===== src/rtl/mlfrp_pkg.sv =====
package mlfrp_pkg;

  // Read opcodes served by this front end
  localparam logic [7:0] OPC_QUAD_OUT = 8'h6b;
  localparam logic [7:0] OPC_QUAD_OUT4 = 8'h6c;
  localparam logic [7:0] OPC_DUAL_IO = 8'hbb;
  localparam logic [7:0] OPC_DUAL_IO4 = 8'hbc;
  localparam logic [7:0] OPC_DTR_DUAL = 8'hbd;
  localparam logic [7:0] OPC_DTR_DUAL4 = 8'hbe;

  // Phase lengths in bits or link clocks
  localparam logic [5:0] CMD_BITS = 6'h08;
  localparam logic [5:0] ADDR_BITS_3B = 6'h18;
  localparam logic [5:0] ADDR_BITS_4B = 6'h20;
  localparam logic [5:0] MODE_BITS_SDR = 6'h04;
  localparam logic [5:0] MODE_BITS_DTR = 6'h08;
  localparam logic [4:0] QUAD_DUMMY = 5'h08;
  localparam logic [4:0] DUAL_DUMMY_BASE = 5'h04;
  localparam logic [4:0] DTR_DUMMY_BASE = 5'h06;

  // Continuous read select value in mode bits 5:4
  localparam logic [1:0] CONT_SELECT = 2'h2;
  localparam int CONT_SEL_HI = 5;
  localparam int CONT_SEL_LO = 4;

  // Buffer and reset values
  localparam logic [1:0] BUF_DEPTH = 2'h2;
  localparam logic [2:0] CREDIT_MAX = 3'h2;
  localparam logic [7:0] UNDERRUN_BYTE = 8'hff;
  localparam logic [2:0] SYNC_HIGH = 3'h7;

  typedef enum logic [6:0] {
    ST_IDLE = 7'h01,
    ST_CMD = 7'h02,
    ST_ADDR = 7'h04,
    ST_MODE = 7'h08,
    ST_DUMMY = 7'h10,
    ST_DATA = 7'h20,
    ST_IGNORE = 7'h40
  } mlfrp_state_e;

  // Decoded read instruction
  typedef struct packed {
    logic ok;
    logic quad;
    logic dual;
    logic dtr;
    logic [5:0] addr_len;
    logic [4:0] dummy;
  } mlfrp_decode_s;

  typedef struct packed {
    logic [2:0] sclk_s;
    logic [2:0] cs_s;
    logic [3:0] lane_m;
    logic [3:0] lane_s;
    mlfrp_state_e state;
    mlfrp_decode_s d;
    logic [7:0] opcode;
    logic cont;
    logic [31:0] addr;
    logic [5:0] cnt;
    logic [7:0] mode_byte;
    logic [31:0] mem_addr;
    logic [1:0] inflight;
    logic [1:0] drop;
    logic [7:0] sh;
    logic [1:0] grp;
    logic [3:0] lane_out;
    logic [3:0] lane_oe;
  } mlfrp_state_s;

  typedef struct packed {
    logic [1:0][7:0] slot;
    logic wr;
    logic rd;
    logic [1:0] count;
  } mlfrp_buf_s;

endpackage


===== src/rtl/mlfrp_buf2.sv =====
`timescale 1ns/1ps
`default_nettype none

module mlfrp_buf2
  import mlfrp_pkg::*;
(
  // Clock and reset
  input wire logic clk_sys,
  input wire logic reset,
  input wire logic flush,
  // Fill side
  input wire logic in_valid,
  output logic in_ready,
  input wire logic [7:0] in_data,
  // Drain side
  output logic out_valid,
  input wire logic out_ready,
  output logic [7:0] out_data,
  output logic [1:0] count
);

  mlfrp_buf_s st;
  mlfrp_buf_s next_st;
  logic push;
  logic pop;

  // Honest full and empty straight from the count
  assign in_ready = (st.count != BUF_DEPTH);
  assign out_valid = (st.count != 2'h0);
  assign out_data = st.slot[st.rd];
  assign count = st.count;
  assign push = in_valid & in_ready;
  assign pop = out_ready & out_valid;

  // Flush wins over a push in the same cycle, the word is stale anyway
  always_comb begin
    next_st = st;
    if (push) begin
      next_st.slot[st.wr] = in_data;
      next_st.wr = ~st.wr;
    end
    if (pop) begin
      next_st.rd = ~st.rd;
    end
    next_st.count = st.count + {1'h0, push} - {1'h0, pop};
    if (flush) begin
      next_st.wr = 1'h0;
      next_st.rd = 1'h0;
      next_st.count = 2'h0;
    end
  end

  always_ff @(posedge clk_sys) begin
    if (reset) begin
      st <= '0;
    end else begin
      st <= next_st;
    end
  end
endmodule

`default_nettype wire


===== src/rtl/mlfrp_read_path.sv =====
// How it works
// Quad read returns four bits per clock
// Quad read needs quad lane enable set
// Quad read waits eight dummy clocks
// Host releases lanes before first data
// 6Ch read always takes 32 address bits
// 6Ch read refused in quad instruction mode
// Dual read: address and data on two lanes
// Dual read: mode clocks then latency dummies
// Mode byte latched, bits five four matter
// Mode 10 skips opcode on next frame
// Other mode value restores full opcode
// Host exits continuous mode with all ones
// BCh read takes 32 bits, allows continuous
// BCh read refused in quad instruction mode
// Double rate: address and data both edges
// Double rate dummies 6/8/10/12 by latency
// BDh address width follows address mode
// BEh read takes 32 bits plus dummies
// Address advances per byte until deselect
// Reads ignored while a write is busy
// Refused quad read keeps lanes released
// Data most significant bit first, top lane
`timescale 1ns/1ps
`default_nettype none

module mlfrp_read_path
  import mlfrp_pkg::*;
(
  // System
  input wire logic clk_sys,
  input wire logic reset,
  // Link pins, foreign to clk_sys
  input wire logic spi_sclk,
  input wire logic spi_cs_n,
  input wire logic [3:0] lane_in,
  output logic [3:0] lane_out,
  output logic [3:0] lane_oe,
  // Status bits, same clock domain
  input wire logic quad_lane_enable_bit,
  input wire logic [1:0] latency_code_field,
  input wire logic four_byte_addr_mode,
  input wire logic quad_instruction_mode,
  input wire logic write_in_progress_flag,
  // Array read request
  output logic mem_rd_valid,
  input wire logic mem_rd_ready,
  output logic [31:0] mem_rd_addr,
  // Array read response
  input wire logic mem_rsp_valid,
  output logic mem_rsp_ready,
  input wire logic [7:0] mem_rsp_data,
  // Observed state
  output logic continuous_read_active,
  output logic [7:0] read_mode_byte,
  output logic read_busy
);

  mlfrp_state_s st;
  mlfrp_state_s next_st;
  mlfrp_decode_s dec_cmd;
  mlfrp_decode_s dec_cont;
  logic rise, fall, frame_start, frame_end, sample_ev, out_ev, fetching, req_hs;
  logic drop_rsp, rsp_to_buf, buf_in_valid, buf_in_ready, buf_out_valid, buf_pop, grp_last;
  logic [1:0] buf_count;
  logic [2:0] credit_used;
  logic [5:0] step, mode_len;
  logic [7:0] op_in, buf_out_data, byte_now, mode_final;

  // Decode one opcode against the current status bits
  function automatic mlfrp_decode_s decode(input logic [7:0] op);
    mlfrp_decode_s d;
    d = '0;
    case (op)
      OPC_QUAD_OUT, OPC_QUAD_OUT4: begin
        d.ok = quad_lane_enable_bit;
        d.quad = 1'h1;
        d.dummy = QUAD_DUMMY;
      end
      OPC_DUAL_IO, OPC_DUAL_IO4: begin
        d.ok = 1'h1;
        d.dual = 1'h1;
        d.dummy = DUAL_DUMMY_BASE + {2'h0, latency_code_field, 1'h0};
      end
      OPC_DTR_DUAL, OPC_DTR_DUAL4: begin
        d.ok = 1'h1;
        d.dual = 1'h1;
        d.dtr = 1'h1;
        d.dummy = DTR_DUMMY_BASE + {2'h0, latency_code_field, 1'h0};
      end
      default: d.ok = 1'h0;
    endcase
    // Four-byte variants ignore the address mode
    if (four_byte_addr_mode || op == OPC_QUAD_OUT4 || op == OPC_DUAL_IO4 ||
        op == OPC_DTR_DUAL4) begin
      d.addr_len = ADDR_BITS_4B;
    end else begin
      d.addr_len = ADDR_BITS_3B;
    end
    if (quad_instruction_mode && (op == OPC_QUAD_OUT4 || op == OPC_DUAL_IO4)) begin
      d.ok = 1'h0;
    end
    if (write_in_progress_flag) begin
      d.ok = 1'h0;
    end
    return d;
  endfunction

  // Edges seen only through the second sync stage
  assign rise = st.sclk_s[1] & ~st.sclk_s[2];
  assign fall = ~st.sclk_s[1] & st.sclk_s[2];
  assign frame_start = ~st.cs_s[1] & st.cs_s[2];
  assign frame_end = st.cs_s[1] & ~st.cs_s[2];

  // Double rate waits for the first rise, so the opcode's last
  // falling edge is not taken as an address bit
  assign sample_ev = rise | (st.d.dtr & fall & (st.cnt != 6'h0));
  assign out_ev = fall | (st.d.dtr & rise);

  assign op_in = {st.opcode[6:0], st.lane_s[0]};
  // In a process, so a status bit change alone re-runs the decode
  always_comb begin
    dec_cmd = decode(op_in);
    dec_cont = decode(st.opcode);
  end
  assign step = st.d.dual ? 6'h2 : 6'h1;
  assign mode_len = st.d.dtr ? MODE_BITS_DTR : MODE_BITS_SDR;

  // Prefetch: at most two words in flight, buffered or being dropped
  assign fetching = (st.state == ST_MODE) | (st.state == ST_DUMMY) | (st.state == ST_DATA);
  assign credit_used = {1'h0, st.inflight} + {1'h0, buf_count} + {1'h0, st.drop};
  assign mem_rd_valid = fetching & (credit_used < CREDIT_MAX);
  assign req_hs = mem_rd_valid & mem_rd_ready;

  // Answers to a dead frame are swallowed before the buffer
  assign drop_rsp = (st.drop != 2'h0);
  assign buf_in_valid = mem_rsp_valid & ~drop_rsp;
  assign mem_rsp_ready = drop_rsp | buf_in_ready;
  assign rsp_to_buf = mem_rsp_valid & buf_in_ready & ~drop_rsp;

  // Byte boundary takes a fresh word, else the shifted remainder
  assign grp_last = st.d.quad ? (st.grp == 2'h1) : (st.grp == 2'h3);
  assign buf_pop = (st.state == ST_DATA) & out_ev & (st.grp == 2'h0) & buf_out_valid;
  assign byte_now = (st.grp != 2'h0) ? st.sh :
                    (buf_out_valid ? buf_out_data : UNDERRUN_BYTE);
  assign mode_final = st.d.dtr ? {st.mode_byte[5:0], st.lane_s[1:0]} :
                      {st.mode_byte[1:0], st.lane_s[1:0], 4'h0};

  mlfrp_buf2 u_buf (
    .clk_sys(clk_sys),
    .reset(reset),
    .flush(frame_end),
    .in_valid(buf_in_valid),
    .in_ready(buf_in_ready),
    .in_data(mem_rsp_data),
    .out_valid(buf_out_valid),
    .out_ready(buf_pop),
    .out_data(buf_out_data),
    .count(buf_count)
  );

  // Frame sequencer
  always_comb begin
    next_st = st;
    next_st.sclk_s = {st.sclk_s[1:0], spi_sclk};
    next_st.cs_s = {st.cs_s[1:0], spi_cs_n};
    next_st.lane_m = lane_in;
    next_st.lane_s = st.lane_m;
    next_st.inflight = st.inflight + {1'h0, req_hs} - {1'h0, rsp_to_buf};
    if (req_hs) begin
      next_st.mem_addr = st.mem_addr + 32'h1;
    end
    if (drop_rsp && mem_rsp_valid) begin
      next_st.drop = st.drop - 2'h1;
    end
    case (st.state)
      ST_IDLE: begin
        if (frame_start) begin
          next_st.cnt = 6'h0;
          next_st.addr = 32'h0;
          next_st.grp = 2'h0;
          if (st.cont) begin
            // Continuous mode: the address comes first
            next_st.d = dec_cont;
            next_st.state = dec_cont.ok ? ST_ADDR : ST_IGNORE;
          end else begin
            next_st.state = ST_CMD;
          end
        end
      end
      ST_CMD: begin
        if (rise) begin
          next_st.opcode = op_in;
          next_st.cnt = st.cnt + 6'h1;
          if (st.cnt == CMD_BITS - 6'h1) begin
            next_st.cnt = 6'h0;
            next_st.d = dec_cmd;
            next_st.state = dec_cmd.ok ? ST_ADDR : ST_IGNORE;
          end
        end
      end
      ST_ADDR: begin
        if (sample_ev) begin
          if (st.d.dual) begin
            next_st.addr = {st.addr[29:0], st.lane_s[1:0]};
          end else begin
            next_st.addr = {st.addr[30:0], st.lane_s[0]};
          end
          next_st.cnt = st.cnt + step;
          if (st.cnt + step == st.d.addr_len) begin
            next_st.cnt = 6'h0;
            next_st.mem_addr = next_st.addr;
            next_st.state = st.d.dual ? ST_MODE : ST_DUMMY;
          end
        end
      end
      ST_MODE: begin
        if (sample_ev) begin
          next_st.mode_byte = {st.mode_byte[5:0], st.lane_s[1:0]};
          next_st.cnt = st.cnt + 6'h2;
          if (st.cnt + 6'h2 == mode_len) begin
            next_st.mode_byte = mode_final;
            // Only bits 5:4 count, the low nibble is never looked at
            next_st.cont = (mode_final[CONT_SEL_HI:CONT_SEL_LO] == CONT_SELECT);
            next_st.cnt = 6'h0;
            next_st.state = ST_DUMMY;
          end
        end
      end
      ST_DUMMY: begin
        // Lanes stay released through the dummies
        if (rise) begin
          next_st.cnt = st.cnt + 6'h1;
          if (st.cnt + 6'h1 == {1'h0, st.d.dummy}) begin
            next_st.cnt = 6'h0;
            next_st.state = ST_DATA;
          end
        end
      end
      ST_DATA: begin
        if (out_ev) begin
          // First drive lands on a falling edge after the dummies
          next_st.lane_oe = st.d.quad ? 4'hf : 4'h3;
          if (st.d.quad) begin
            next_st.lane_out = byte_now[7:4];
            next_st.sh = {byte_now[3:0], 4'h0};
          end else begin
            next_st.lane_out = {2'h0, byte_now[7:6]};
            next_st.sh = {byte_now[5:0], 2'h0};
          end
          next_st.grp = grp_last ? 2'h0 : st.grp + 2'h1;
        end
      end
      ST_IGNORE: begin
        next_st.lane_oe = 4'h0;
      end
      default: begin
        next_st.state = ST_IDLE;
      end
    endcase
    // Deselect ends any frame; words still on the way get dropped
    if (frame_end) begin
      next_st.state = ST_IDLE;
      next_st.lane_oe = 4'h0;
      next_st.grp = 2'h0;
      next_st.drop = next_st.drop + next_st.inflight;
      next_st.inflight = 2'h0;
    end
  end

  always_ff @(posedge clk_sys) begin
    if (reset) begin
      st <= '0;
      st.state <= ST_IDLE;
      st.sclk_s <= 3'h0;
      st.cs_s <= SYNC_HIGH;
    end else begin
      st <= next_st;
    end
  end

  assign lane_out = st.lane_out;
  assign lane_oe = st.lane_oe;
  assign mem_rd_addr = st.mem_addr;
  assign continuous_read_active = st.cont;
  assign read_mode_byte = st.mode_byte;
  assign read_busy = (st.state != ST_IDLE);
endmodule

`default_nettype wire


===== config.mk =====
export PLATFORM = sky130hd
export DESIGN_NAME = mlfrp_read_path
export DESIGN_NICKNAME = d
export VERILOG_FILES = /design/src/rtl/mlfrp_pkg.sv /design/src/rtl/mlfrp_buf2.sv /design/src/rtl/mlfrp_read_path.sv
export SDC_FILE = /design/constraint.sdc
export NUM_CORES = 1
export LEC_CHECK = 0
export BUFFER_PORTS_ARGS = -buffer_cell sky130_fd_sc_hd__clkbuf_2
export CAP_MARGIN = 10
export CORE_MARGIN = 1
export CORE_UTILIZATION = 57
export DETAILED_ROUTE_END_ITERATION = 8
export GPL_TIMING_DRIVEN = 0
export PLACE_DENSITY = 0.82
export REMOVE_ABC_BUFFERS = 1
export SKIP_CTS_REPAIR_TIMING = 1
export SYNTH_ARGS = -nofsm -noshare
export SYNTH_HDL_FRONTEND = slang
export SYNTH_SLANG_ARGS = --single-unit

===== constraint.sdc =====
create_clock -name clk_sys -period 10.2 [get_ports clk_sys]
set_input_delay 2.55 -clock clk_sys [delete_from_list [all_inputs] [get_ports clk_sys]]
set_output_delay 2.55 -clock clk_sys [all_outputs]
set_load 0.1 [all_outputs]

==> results of run 1 <==
## power by group through the flow
stage | Clock, mW | Sequential (mW) | Combinational, mW
after global placement | 0 | 0.669 | 0.397
after global routing | 0.694 | 0.664 | 0.469
after floorplan | 0 | 0.660 | 0.317
after CTS | 0.673 | 0.658 | 0.421
after detailed placement | 0 | 0.670 | 0.412
final | 0.667 | 0.660 | 0.426
## flip-flops by register name, indices dropped and copies added (netlist names), 4 cells and up
name / flops
lane_out: 4
mem_rd_addr: 32
next_st: 6
op_in: 8
read_mode_byte: 8
st: 68
u_buf.st: 18
## cell type report
| class | instances | area (um^2) | area share |
|---|---|---|---|
| Inverter | 26 | 97.59 | 0.01030 |
| Sequential cell | 149 | 2984 | 0.3149 |
| Multi-Input combinational cell | 781 | 5037 | 0.5316 |
| Clock inverter | 13 | 180.2 | 0.01901 |
| Timing Repair Buffer | 80 | 498.0 | 0.05256 |
| Tap cell | 188 | 235.2 | 0.02483 |
| Clock buffer | 19 | 442.9 | 0.04675 |
## how the worst max path moves through the flow
| stage | start | end | slack [ns] |
|---|---|---|---|
| 6_report | st[124] | mem_rd_valid | 4.44 |
| 5_1_grt | st[125] | mem_rd_valid | 4.30 |
| 4_1_cts | st[124] | mem_rd_valid | 4.45 |
| 3_5_place_dp | st[124] | mem_rd_valid | 4.92 |
| 3_3_place_gp | reset | st[128] | 4.41 |
| 2_1_floorplan | u_buf.count[1] | mem_rd_valid | 5.27 |
## worst max-delay path, delay by kind of cell, from the launching register on
kind / cells / cell delay (ns)
simple gates: 2 / 1.30
buf+inv: 2 / 0.78
flops: 1 / 0.43
compound gates: 1 / 0.28
## metal layers
layer  share of wire  track usage  vias up
met1            0.46       0.3530     3628
met2            0.46       0.4101      260
li1                -            -     3738
met4           0.017      0.09142        0
met5               0            0        -
met3           0.066      0.05905       35
## cells in the final DEF, fill, tap and decap left out, drive strengths merged, types with 4 or more instances in the layout
cell	instances
nor2	94
clkinv	5
buf	6
xnor2	28
mux2i	59
nor3	30
dfxtp	149
a21oi	82
nand2b	15
a31oi	9
bufinv	4
ha	17
a211oi	44
nor3b	9
nand2	115
a21boi	4
and3	9
and2	4
clkbuf	93
nor4	14
or2	5
or4	4
o211ai	8
a21o	4
nand3	44
o21ai	27
nand3b	7
xor2	23
or3	34
nor2b	18
nand4	12
mux2	5
inv	27
## logic make-up after synthesis
kind of cell | after synthesis | synth area share
AOI/OAI and AO/OA | 221 | 0.1680
xor gates and xnor gates | 52 | 0.05334
adders and majority gates | 19 | 0.02873
buffers and inverters | 148 | 0.08876
DFF | 149 | 0.3391
muxes | 64 | 0.07354
and+or+nand+nor | 425 | 0.2485
==> flow_summary.yaml, run 1 <==
yosys:
  syn_avg_cell_area_um2: 8.159
  synthCells: 1078
  synth_area_leaders: "dfxtp_1 (34%), mux2i_1 (6.7%), nand2_1 (4.9%)"
  yosysSeqAreaShare: 0.3391
  synthFlopType: "dfxtp_1"
  ys_ff_latch: 149
  syn-cell-area_um2: 8796
  synth_area_leader_cell: "dfxtp_1"
  yosys_warnings: 0
  yosysTopAreaCellShare: 0.3391
  async_reset_ff_frac: 0
  synth_commonest_cells: "dfxtp_1 (149), nand2_1 (115), nor2_1 (92), a21oi_1 (82), mux2i_1 (59)"
  synth-edff-count: 0
  yosysMostFrequentCell: "dfxtp_1"
  ys_types: 77
clocking:
  clk_latency_ns: 0.43
  cts_buffer_depth: 2
  numCtsBuffers: 17
  root_buffer: "clkbuf_16"
  htreeDepth: 4
  clk_pin_slew_ns: 0.06
  cts_tree: "done"
  clock-sinks: 149
setup_path:
  path_max_fanout: 11
  cp_cell_sequence: "or4_1 > nor3_1 > o21ai_2 > inv_1 > clkbuf_2"
  ff2ff_path_depth: 11
  critPathMaxStageDelay_ns: 0.67
  end_kind: "output pin"
  rrSetupSlack_ns: 6.36
  crit_type: "flip-flop to output pin"
  r2r-start: "st[121]"
  cp_slowest_cell: "nor3_1"
  cp-start-kind: "flip-flop"
  crit_required_ns: 7.65
  critPathArrivalTime_ns: 3.21
  rr_endpoint: "mem_rd_addr[24]"
drt:
  ant_nets: 0
  drtPass1Iterations: 6
  wl_per_cell_um: 16.25
  viasPerCell: 6.100
  drt_iter0_drc: 671
  vias: 7661
  drc: 0
  drt_wl_total_mm: 20.42
placement:
  dp_hpwl_mm: 13.74
  port_buffers: 73
  place_ws_ns: 4.921
  place_inst: 1223
  globalplace.congestion: 0.9363
  place_area_um2: 8847
worst_hold_path:
  hp-start: "next_st[140]"
  worstHoldEndpoint: "next_st[141]"
  holdCritPathClass: "flip-flop to flip-flop"
  worstHoldPathCells: 1
global_routing:
  grt_pass1_vias: 6958
  grt_usage: 0.2614
  grt_max_degree: 69
  grt_pass1_wl_mm: 34.09
  overflow: 0
  antenna_found_initial: 0
pwr:
  swShare: 0.3276
  p_switching_mw: 0.5742
  irDropWorstVdd_mv: 0.1632
  total_power_mw: 1.753
  clock_power_share: 0.381
  pwr-share-comb: 0.243
  intPower_mw: 1.179
  p_leak_nw: 3.337
  p_seq_frac: 0.376
  powerDensity_nw_per_um2: 185.0
final_layout:
  n_antenna_cell: 0
  synthToLayoutAreaGrowth_pct: 7.724
  n_fill_cell: 1259
  layout.nets: 1098
  final_cells: 1256
  final_area_um2: 9475
  layout-drive-gt1-share: 0.1367
  final_core_util: 0.6256
timing:
  worst_slew_pin_slew_ns: 1.075
  hold_ws_ns: 0.4080
  final-max-slew-violation-count: 0
  min_period_ns: 5.763
  rsz0062_at_grt: "false"
  fmax_mhz: 173.5
  setup_viol: 0
  fin_tns_setup_ns: 0
  period_share: 0.5650
  skew_ns: 0.009585
  report.final.hold_viol_count: 0
  slew_headroom: 0.2835
  layout_setup_ws_ns: 4.437
status:
  outcome: "finished clean"
floorplanning:
  die-height_um: 126.2
  rows: 45
  die_x_um: 126.2
  pin_count: 76
  core_um2: 15150
  initial_core_util: 0.5808
  die_area_um2: 15930
flow_run:
  max_cap_violations: 0
Note: power is estimated with default switching activity, not from simulation.
==> inputs of run 2 (changes only) <==
--- a/config.mk
+++ b/config.mk
@@ -8,7 +8,7 @@
 export BUFFER_PORTS_ARGS = -buffer_cell sky130_fd_sc_hd__clkbuf_2
 export CAP_MARGIN = 10
 export CORE_MARGIN = 1
-export CORE_UTILIZATION = 57
+export CORE_UTILIZATION = 55
 export DETAILED_ROUTE_END_ITERATION = 8
 export GPL_TIMING_DRIVEN = 0
 export PLACE_DENSITY = 0.82
==> constraint.sdc (replaced) <==
create_clock -name clk_sys -period 5.3 [get_ports clk_sys]
set_input_delay 1.325 -clock clk_sys [delete_from_list [all_inputs] [get_ports clk_sys]]
set_output_delay 1.325 -clock clk_sys [all_outputs]
set_load 0.1 [all_outputs]
==> run 2 against run 1 <==
Effect of this change: die area up 3.6%; combinational power up 92%; hold slack better by 0.0015 ns; sequential power up 92%; highest routed layer unchanged.
==> flow_summary.yaml, run 2 (synthesis gave the netlist of run 1 again) <==
status:
  outcome: "finished clean"
pwr:
  total_power_mw: 3.376
  irDropWorstVdd_mv: 0.2574
  swShare: 0.3236
  p_seq_frac: 0.376
  clock_power_share: 0.381
  p_leak_nw: 3.350
  p_switching_mw: 1.092
  powerDensity_nw_per_um2: 354.3
  intPower_mw: 2.283
  pwr-share-comb: 0.243
placement:
  globalplace.congestion: 0.9096
  place_area_um2: 8889
  port_buffers: 73
  dp_hpwl_mm: 13.88
  place_inst: 1246
  place_ws_ns: 1.229
setup_path:
  rrSetupSlack_ns: 1.57
  rr_endpoint: "st[19]"
  path_max_fanout: 11
  crit_required_ns: 3.97
  crit_type: "flip-flop to output pin"
  cp-start-kind: "flip-flop"
  ff2ff_path_depth: 12
  r2r-start: "st[124]"
  end_kind: "output pin"
  critPathArrivalTime_ns: 3.26
floorplanning:
  die_area_um2: 16500
  rows: 45
  die-height_um: 128.5
  core_um2: 15430
  initial_core_util: 0.5702
  die_x_um: 128.5
  pin_count: 76
timing:
  hold_ws_ns: 0.4095
  fmax_mhz: 218.0
  min_period_ns: 4.586
  fin_tns_setup_ns: 0
  final-max-slew-violation-count: 0
  skew_ns: 0.007307
  report.final.hold_viol_count: 0
  slew_headroom: 0.2806
  period_share: 0.8654
  layout_setup_ws_ns: 0.7136
  rsz0062_at_grt: "false"
  setup_viol: 0
  worst_slew_pin_slew_ns: 1.079
clocking:
  root_buffer: "clkbuf_16"
  htreeDepth: 4
  numCtsBuffers: 17
  cts_buffer_depth: 2
  cts_tree: "done"
  clk_pin_slew_ns: 0.06
  clk_latency_ns: 0.42
  clock-sinks: 149
final_layout:
  synthToLayoutAreaGrowth_pct: 8.307
  mostFrequentLayoutCells: "dfxtp_1 (148), nand2_1 (115), nor2_1 (92)"
  final_cells: 1278
  layout.nets: 1097
  layout-drive-gt1-share: 0.1378
  layout_commonest_cell: "dfxtp_1"
  n_antenna_cell: 0
  final_area_um2: 9527
  largest_register_ffs: 68
  final_core_util: 0.6175
  largest_register: "st"
worst_hold_path:
  hp-start: "next_st[140]"
  worstHoldEndpoint: "next_st[141]"
  worstHoldPathCells: 1
  holdCritPathClass: "flip-flop to flip-flop"
drt:
  wl_met2_mm: 9.470
  dr.max_layer_used: "met4"
  ant_nets: 0
  drc: 0
  vias: 7543
  drt_iter0_drc: 619
  m1WireLength_mm: 9.340
  drt_wl_total_mm: 20.33
  viasPerCell: 5.902
  met3WireLength_mm: 1.251
  drtPass1Iterations: 5
  wl_per_cell_um: 15.91
global_routing:
  antenna_found_initial: 0
  grt_pass1_wl_mm: 34.20
  overflow: 0
  grt_usage: 0.2558
  grt_max_degree: 82
  grt_pass1_vias: 6977
flow_run:
  max_cap_violations: 0
run 2: how the worst max path moves through the flow:
stage / from / endpoint / slack [ns] / cells after the start
floorplan: st[121] / mem_rd_addr[23] / 0.73 / 10
global placement: st[121] / mem_rd_addr[24] / -0.45 / 10
detailed placement: st[124] / mem_rd_valid / 1.23 / 5
CTS: st[124] / mem_rd_valid / 0.75 / 5
global route: st[124] / mem_rd_valid / 0.56 / 5
finish: st[124] / mem_rd_valid / 0.71 / 5
run 2: final cells by class:
cell class	instances	area, um^2
multi-input combinational	781	5044
tap	211	264.0
clock inverter	13	178.9
sequential	149	2984
clock buffer	19	452.9
timing repair buffer	79	505.5
fill	1361	5901
inverter	26	97.59
run 2: layer usage:
layer | GRT usage | up-vias
met5 | 0 | -
met4 | 0.07751 | 0
met3 | 0.05489 | 23
met2 | 0.4054 | 244
met1 | 0.3489 | 3546
li1 | - | 3730
run 2: worst max-delay path, cell delays in order (launching register included):
cell and delay, ns:
dfxtp_1 0.45, or4_1 0.66, nor3_1 0.67, o21ai_2 0.28, inv_1 0.28, clkbuf_2 0.51
run 2: power by group through the flow:
stage	logic, mW	clock network (mW)	registers (mW)
after global placement	0.769	0	1.29
after detailed placement	0.805	0	1.29
after floorplan	0.611	0	1.27
after global routing	0.918	1.35	1.28
after CTS	0.814	1.31	1.27
final	0.819	1.29	1.27
